==> src/pwm_pkg.sv <==
// constants and carrier types for the four channel spread pwm block
// assumes a 32-bit ahb-lite register bus and one system clock
package pwm_pkg;

   // counter and quadrant geometry
   localparam int CNT_W = 10;
   localparam int QUAD_W = 8;
   localparam int LSB_W = 2;
   localparam int MAX_CH = 4;
   localparam logic [CNT_W-1:0] CNT_FIRST = 10'h000;
   localparam logic [CNT_W-1:0] CNT_LAST = 10'h3FF;

   // quadrant numbers, first to fourth
   localparam logic [1:0] QUAD_1ST = 2'h0;
   localparam logic [1:0] QUAD_2ND = 2'h1;
   localparam logic [1:0] QUAD_3RD = 2'h2;
   localparam logic [1:0] QUAD_4TH = 2'h3;

   // width low-bit codes
   localparam logic [1:0] LSB_00 = 2'h0;
   localparam logic [1:0] LSB_11 = 2'h3;

   // register indices; byte address is four times the index
   localparam logic [7:0] IDX_CH0_LOW = 8'h88;
   localparam logic [7:0] IDX_CH0_HIGH = 8'h89;
   localparam logic [7:0] IDX_CH1_LOW = 8'h8A;
   localparam logic [7:0] IDX_CH1_HIGH = 8'h8B;
   localparam logic [7:0] IDX_CH2_LOW = 8'h8C;
   localparam logic [7:0] IDX_CH2_HIGH = 8'h8D;
   localparam logic [7:0] IDX_CH3_LOW = 8'h8E;
   localparam logic [7:0] IDX_CH3_HIGH = 8'h8F;
   localparam logic [7:0] IDX_STATUS = 8'h80;

   // address split: word index in haddr[9:2], all bits above must be zero
   localparam int ADDR_IDX_LO = 2;
   localparam int ADDR_IDX_HI = 9;

   // low-bits and high-bits register fields
   localparam int LOW_WIDTH_HI = 7;
   localparam int LOW_WIDTH_LO = 6;
   localparam int LOW_SPREAD_BIT = 0;
   localparam int HIGH_BYTE_HI = 7;

   // status register fields
   localparam int ST_CNT_LSB = 0;
   localparam int ST_OUT_LSB = 16;
   localparam int ST_PROG_LSB = 24;

   // ahb-lite codes
   localparam int HTRANS_ACTIVE_BIT = 1;
   localparam logic HRESP_OKAY = 1'b0;

   typedef struct packed {
      logic spread;
      logic [CNT_W-1:0] width;
   } ch_cfg_t;

   typedef struct packed {
      logic sel;
      logic write;
      logic [7:0] idx;
   } ahb_dphase_t;

endpackage

==> src/four_channel_spread_pwm.sv <==
// four channel pulse-width modulator with optional spread mode,
// behind a zero-wait ahb-lite register slave
// assumes the prescaler pulse comes from logic on ref_clk_i and the port mux
// sits outside and routes pwm_o to the upper nibble of the port
//
// How it works
// - one free-running 10-bit counter wraps every 1024 counts and serves all four channels.
// - in normal mode an output is high for width plus one counts of every period.
// - the counter advances only on prescaler enable pulses.
// - in spread mode each period is four quadrants of 256 counts, each with its own high interval.
// - in spread mode each quadrant's base high count is the upper eight width bits.
// - quadrant one always gets one count more; the two low width bits add one count to quadrant three, then two, then four.
// - bit 0 of the low-bits register picks single block (0) or spread (1) output.
// - a low-bits write keeps bits 7:6 as the two low width bits and ignores bits 5:1.
// - a high-bits write keeps bits 7:0 as the eight upper width bits.
// - width and mode registers take no value from reset.
// - low-bits registers sit at even indices from 0x88, high-bits at the odd index above.
// - the four outputs are offered to the upper four port bits for alternate function use.
`timescale 1ns/1ns
module four_channel_spread_pwm #(
   parameter int CH_N = 4
) (
   input wire logic ref_clk_i, // system clock, 25 mhz
   input wire logic rst_n_i, // synchronous reset, active low
   input wire logic prescale_tick_i, // one-cycle enable from prescale timer
   input wire logic hsel_i, // ahb slave select
   input wire logic [31:0] haddr_i, // ahb address
   input wire logic [1:0] htrans_i, // ahb transfer type
   input wire logic hwrite_i, // ahb write
   input wire logic [2:0] hsize_i, // ahb size, word only
   input wire logic [31:0] hwdata_i, // ahb write data
   input wire logic hready_i, // ahb bus ready
   output logic [31:0] hrdata_o, // ahb read data
   output logic hreadyout_o, // ahb slave ready
   output logic hresp_o, // ahb response, always okay
   output logic [CH_N-1:0] pwm_o // modulator outputs
);

   generate
      if (CH_N < 1 || CH_N > pwm_pkg::MAX_CH) begin : g_bad_ch
         $error("CH_N must be between 1 and 4");
      end
   endgenerate

   typedef struct packed {
      pwm_pkg::ch_cfg_t [CH_N-1:0] shadow;
      pwm_pkg::ch_cfg_t [CH_N-1:0] active;
      logic [CH_N-1:0] prog;
      logic [CH_N-1:0] act_prog;
      logic [pwm_pkg::CNT_W-1:0] cnt;
      logic [CH_N-1:0] pwm;
      pwm_pkg::ahb_dphase_t dph;
      logic [31:0] rdata;
      logic ready;
   } state_t;

   state_t s_r;
   state_t s_nxt;
   logic [CH_N-1:0] lvl;
   logic [31:0] status;

   // per-channel compare against the shared counter
   genvar gi;
   generate
      for (gi = 0; gi < CH_N; gi++) begin : g_ch
         pwm_pkg::ch_cfg_t a;
         logic [1:0] quad;
         logic [1:0] lsb;
         logic extra;
         logic [pwm_pkg::QUAD_W:0] quota;
         logic spread_hi;
         logic norm_hi;
         assign a = s_r.active[gi];
         assign quad = s_r.cnt[pwm_pkg::CNT_W-1 -: 2];
         assign lsb = a.width[pwm_pkg::LSB_W-1:0];
         assign extra = (quad == pwm_pkg::QUAD_1ST)
            | (quad == pwm_pkg::QUAD_2ND && lsb[1])
            | (quad == pwm_pkg::QUAD_3RD && lsb != pwm_pkg::LSB_00)
            | (quad == pwm_pkg::QUAD_4TH && lsb == pwm_pkg::LSB_11);
         // base of 255 plus the extra count fills a whole quadrant, hence nine bits
         assign quota = {1'b0, a.width[pwm_pkg::CNT_W-1:pwm_pkg::LSB_W]}
            + {{pwm_pkg::QUAD_W{1'b0}}, extra};
         assign spread_hi = {1'b0, s_r.cnt[pwm_pkg::QUAD_W-1:0]} < quota;
         assign norm_hi = s_r.cnt <= a.width;
         // an unprogrammed channel stays low rather than showing unknown levels
         assign lvl[gi] = s_r.act_prog[gi] & (a.spread ? spread_hi : norm_hi);
      end
   endgenerate

   always_comb begin
      status = '0;
      status[pwm_pkg::ST_CNT_LSB +: pwm_pkg::CNT_W] = s_r.cnt;
      status[pwm_pkg::ST_OUT_LSB +: CH_N] = s_r.pwm;
      status[pwm_pkg::ST_PROG_LSB +: CH_N] = s_r.prog;
   end

   always_comb begin
      logic [7:0] off;
      logic [1:0] ch;
      logic hit;
      off = '0;
      ch = '0;
      hit = 1'b0;
      s_nxt = s_r;
      s_nxt.ready = 1'b1;
      s_nxt.pwm = lvl;

      if (prescale_tick_i) begin
         if (s_r.cnt == pwm_pkg::CNT_LAST) begin
            s_nxt.cnt = pwm_pkg::CNT_FIRST;
            // settings only move into the compare path at the wrap
            s_nxt.active = s_r.shadow;
            s_nxt.act_prog = s_r.prog;
         end else begin
            s_nxt.cnt = s_r.cnt + 1'b1;
         end
      end

      // data phase of a write
      if (s_r.dph.sel && s_r.dph.write) begin
         off = s_r.dph.idx - pwm_pkg::IDX_CH0_LOW;
         ch = off[2:1];
         hit = (s_r.dph.idx >= pwm_pkg::IDX_CH0_LOW) && (s_r.dph.idx <= pwm_pkg::IDX_CH3_HIGH)
            && (32'(ch) < CH_N);
         if (hit) begin
            if (off[0]) begin
               s_nxt.shadow[ch].width[pwm_pkg::CNT_W-1:pwm_pkg::LSB_W] =
                  hwdata_i[pwm_pkg::HIGH_BYTE_HI:0];
               s_nxt.prog[ch] = 1'b1;
            end else begin
               s_nxt.shadow[ch].width[pwm_pkg::LSB_W-1:0] =
                  hwdata_i[pwm_pkg::LOW_WIDTH_HI:pwm_pkg::LOW_WIDTH_LO];
               s_nxt.shadow[ch].spread = hwdata_i[pwm_pkg::LOW_SPREAD_BIT];
            end
         end
      end

      // address phase; zero wait so every accepted phase completes next cycle
      if (hready_i) begin
         s_nxt.dph.sel = hsel_i && htrans_i[pwm_pkg::HTRANS_ACTIVE_BIT]
            && (haddr_i[31:pwm_pkg::ADDR_IDX_HI+1] == '0)
            && (haddr_i[pwm_pkg::ADDR_IDX_LO-1:0] == '0);
         s_nxt.dph.write = hwrite_i;
         s_nxt.dph.idx = haddr_i[pwm_pkg::ADDR_IDX_HI:pwm_pkg::ADDR_IDX_LO];
         // read data only moves on an accepted address phase, so it stands
         // through the data phase until the master has taken it
         if (hsel_i && htrans_i[pwm_pkg::HTRANS_ACTIVE_BIT]) begin
            // width registers are write-only and read back as zero
            s_nxt.rdata = (s_nxt.dph.sel && !hwrite_i
               && s_nxt.dph.idx == pwm_pkg::IDX_STATUS) ? status : '0;
         end
      end
   end

   always_ff @(posedge ref_clk_i) begin
      if (!rst_n_i) begin
         // widths and modes take no reset value; a data-phase write or a wrap still loads them
         s_r.shadow <= s_nxt.shadow;
         s_r.active <= s_nxt.active;
         s_r.prog <= '0;
         s_r.act_prog <= '0;
         s_r.cnt <= pwm_pkg::CNT_FIRST;
         s_r.pwm <= '0;
         s_r.dph <= '0;
         s_r.rdata <= '0;
         s_r.ready <= 1'b1;
      end else begin
         s_r <= s_nxt;
      end
   end

   assign hrdata_o = s_r.rdata;
   assign hreadyout_o = s_r.ready;
   assign hresp_o = pwm_pkg::HRESP_OKAY;
   assign pwm_o = s_r.pwm;

   logic unused_ok;
   assign unused_ok = ^hsize_i;

endmodule

==> config.mk <==
export PLATFORM = sky130hd
export DESIGN_NAME = four_channel_spread_pwm
export DESIGN_NICKNAME = d
export VERILOG_FILES = /design/src/pwm_pkg.sv /design/src/four_channel_spread_pwm.sv
export SDC_FILE = /design/constraint.sdc
export NUM_CORES = 1
export LEC_CHECK = 0
export BUFFER_PORTS_ARGS = -buffer_cell sky130_fd_sc_hd__buf_2
export CORE_ASPECT_RATIO = 1.1
export CORE_MARGIN = 8
export CORE_UTILIZATION = 31
export DETAILED_ROUTE_END_ITERATION = 6
export PLACE_DENSITY_LB_ADDON = 0.08
export REMOVE_ABC_BUFFERS = 1
export SKIP_CTS_REPAIR_TIMING = 1
export SYNTH_ARGS = -nofsm -noshare
export SYNTH_HDL_FRONTEND = slang
export SYNTH_SLANG_ARGS = --single-unit
==> constraint.sdc <==
create_clock -name ref_clk_i -period 7.05 [get_ports ref_clk_i]
set_input_delay 0 -clock ref_clk_i [delete_from_list [all_inputs] [get_ports ref_clk_i]]
set_output_delay 0 -clock ref_clk_i [all_outputs]
set_load 0.005 [all_outputs]
==> results.py <==
metrics = {
    "critical_path": {
        "worstPathCellList": "inv_1 -> o22ai_1 -> o21ai_0 -> ha_1 -> and3_1 -> nand2_1 -> nor2_1 -> xnor2_1 -> ha_1 -> a2111oi_0 -> o21a_1 -> o2111a_1",
        "timing.rr.start": "g_ch[0].quad[1]",
        "cpMaxStageDelayCell": "dfxtp_1",
        "critPathMostFrequentCell": "ha_1",
        "crit_type": "reg2reg",
        "cp.required_ns": 7.40,
        "slowest_delay_ns": 0.70,
        "worstPathMaxFanout": 8,
        "crit_start": "g_ch[0].quad[1]",
        "worstPathArrival_ns": 3.58,
        "end_kind": "flip-flop",
        "critPathTopFamily": "compound AO/OA/AOI/OAI gates",
        "start_kind": "flip-flop",
        "crit_buf_inv": 1,
    },
    "drt": {
        "dr.max_layer_used": "met4",
        "met2WireLength_um": 8350,
        "met3_wirelength_um": 760,
        "drt-pass1-iter-count": 4,
        "vias": 4969,
        "post_drt_via_cell_ratio": 4.70,
        "route.detailed.drc": 0,
        "drtIter0Drc": 201,
        "post_drt_wl_per_cell_um": 16.9,
        "met1_length_um": 8430,
        "ant_nets": 0,
        "wirelength_um": 17800,
    },
    "finish": {
        "nFillCells": 2338,
        "diodes": 0,
        "layout-drive-gt1-share": 0.142,
        "area_growth_pct": 16.0,
        "final_net_count": 891,
    },
    "timing": {
        "finalCritPeriodShare": 0.457,
        "hold_viol_final": 0,
        "fin_skew_ns": 0.00864,
        "finalSetupViolCount": 0,
        "hold_slack_ns": 0.0591,
        "fin_tns_setup_ns": 0,
        "max_slew_margin": 0.410,
        "tightest_slew_ns": 0.879,
        "rsz0062_at_grt": "no",
        "max_freq_ghz": 0.310,
        "final.min_clock_period_ns": 3.22,
        "slew_viol_final": 0,
    },
    "floorplanning": {
        "dieHeight_um": 177,
        "core-area_um2": 23500,
        "die_w_um": 163,
        "initial_core_util": 0.312,
        "die_area_um2": 28800,
        "fp-row-count": 59,
        "ios": 113,
    },
    "flow_run": {
        "maxCapViolCount": 0,
    },
    "global_routing": {
        "grt_pass1_wl_um": 28000,
        "grtUsageTotal": 0.129,
        "antenna_found_initial": 0,
        "overflow": 0,
        "grt_pass1_vias": 5227,
        "grt_max_degree": 50,
    },
    "clock_network": {
        "worstSkewPairLatency_ns": 0.42,
        "h-tree-depth": 4,
        "numCtsBuffers": 17,
        "clockBufferDepth": 2,
        "cts_sinks": 138,
        "clkTransAtPathRegs_ns": 0.06,
        "cts_root_buffer": "clkbuf_16",
        "cts_tree": "yes",
    },
    "synth": {
        "synth_top_area_cell": "edfxtp_1",
        "syn_area_um2": 7340,
        "synth_edf_count": 88,
        "synth_area_per_cell_um2": 10.8,
        "ys_ff_latch": 138,
        "synth_cell_types": 45,
        "yosys-top-cells-count": "edfxtp_1 (88), ha_1 (77), nor2_1 (73)",
        "yosysMostFrequentCell": "edfxtp_1",
        "synth_area_leaders": "edfxtp_1 (36%), dfxtp_1 (14%), ha_1 (13%), buf_4 (3.9%), xnor2_1 (3.8%)",
        "synthArstFlopShare": 0,
        "netlist_instances": 680,
        "yosysWarnings": 0,
        "synth_top_area_share": 0.360,
        "synthFlopType": "edfxtp_1",
        "ys_seq_area_frac": 0.497,
    },
    "min_path": {
        "min_path_type": "in2reg",
        "worstHoldStart": "hwdata_i[0]",
    },
    "pwr": {
        "p_per_area_nw_per_um2": 222,
        "irDropWorstVdd_v": 0.000142,
        "p_leak_nw": 3.52,
    },
    "placed_design": {
        "port_buffers": 68,
        "place_hpwl_um": 12900,
        "gp_congestion": 0.814,
    },
    "run_status": {
        "outcome": "finished, final reports clean",
    },
}
==> path summary, 6_finish.rpt <==
check,endpoint,slack (ns),depth (start not counted)
hold / removal,s_r[130],0.06,3
setup / recovery,pwm_o[0],3.83,12
setup reg to reg,pwm_o[0],3.83,12
hold reg to reg,g_ch[0].a[0],0.42,0
==> worst register-to-register path: cells and delay by family, from the launching register on <==
family	cells	cell delay, ns
AO/OA/AOI/OAI	5	1.18
AND/OR/NAND/NOR	3	0.35
buffers and inverters	1	0.25
flip-flops	1	0.70
adder cells (fa/ha/maj)	2	0.54
XOR/XNOR	1	0.12
==> area by class of cell <==
cell class | count | area (um2) | share of cell area
clock inverters | 14 | 193 | 0.0226
multi-input cells | 458 | 3230 | 0.379
flip-flops and latches | 138 | 3640 | 0.428
clock buffers | 18 | 439 | 0.0516
inverters | 43 | 161 | 0.0190
well taps | 305 | 382 | 0.0449
repair buffers | 81 | 463 | 0.0544
==> cell families after synthesis <==
family,Yosys count,share of synthesized area
flip-flops,138,0.497
other,2,0.00102
AND/OR/NAND/NOR,223,0.156
XOR/XNOR,37,0.0442
multiplexers,14,0.0191
AO/OA/AOI/OAI,91,0.0808
buffers and inverters,98,0.0708
adder cells (fa/ha/maj),77,0.131
==> layer usage <==
| layer | vias up | track usage |
|---|---|---|
| li1 | 2502 | - |
| met1 | 2353 | 0.158 |
| met2 | 94 | 0.214 |
| met3 | 20 | 0.0343 |
| met4 | 0 | 0.0463 |
| met5 | - | 0 |
==> where the power goes <==
group          switching, W  internal [W]
sequential       0.00000941      0.000855
clock              0.000349      0.000603
combinational     0.0000395     0.0000302
total              0.000398       0.00149
==> cells in the final DEF, fill, tap and decap left out, types with 3 or more instances in the layout <==
cell,Yosys,final
a211oi_1,7,7
o41ai_1,3,3
nor3_1,6,6
a21o_1,5,5
o22ai_1,4,4
o21ai_0,17,17
o21a_1,6,6
clkbuf_16,0,17
nor2b_1,36,36
nor4_1,7,7
mux2i_1,14,14
xor2_1,5,5
inv_6,0,3
dfxtp_1,50,50
nand3_1,24,24
inv_1,43,43
nand2b_1,10,10
a21oi_1,19,19
edfxtp_1,88,88
and2_1,3,3
and4_1,5,5
dlygate4sd3_1,0,10
nor2_1,73,73
and3_1,5,4
bufinv_16,0,4
nand4_1,18,18
xnor2_1,32,32
a31oi_1,6,6
buf_2,1,68
conb_1,2,16
nand2_1,29,29
ha_1,77,77
buf_4,38,3
a22oi_1,18,18
==> flip-flops by register name, summed over array words and instances (netlist names) <==
| signal | flops |
|---|---|
| hrdata_o | 18 |
| s_r | 70 |
| g_ch.a | 44 |
| pwm_o | 4 |
| g_ch.quad | 2 |
==> stage by stage <==
stage | cell area, um2 | cells | worst slack [ns] | util | total power [W]
floorplan | 7030 | 639 | 4.20 | - | 0.000911
detailed placement | 7780 | 1015 | 3.78 | 0.331 | 0.000949
global placement | 7780 | 1015 | 3.74 | 0.331 | 0.000947
finish | 8510 | 1057 | 3.83 | 0.362 | 0.00189
CTS | 8410 | 1047 | 3.76 | 0.358 | 0.00191
global route | 8510 | 1057 | 3.56 | 0.362 | 0.00196
Power figures use the tool's default switching activity.
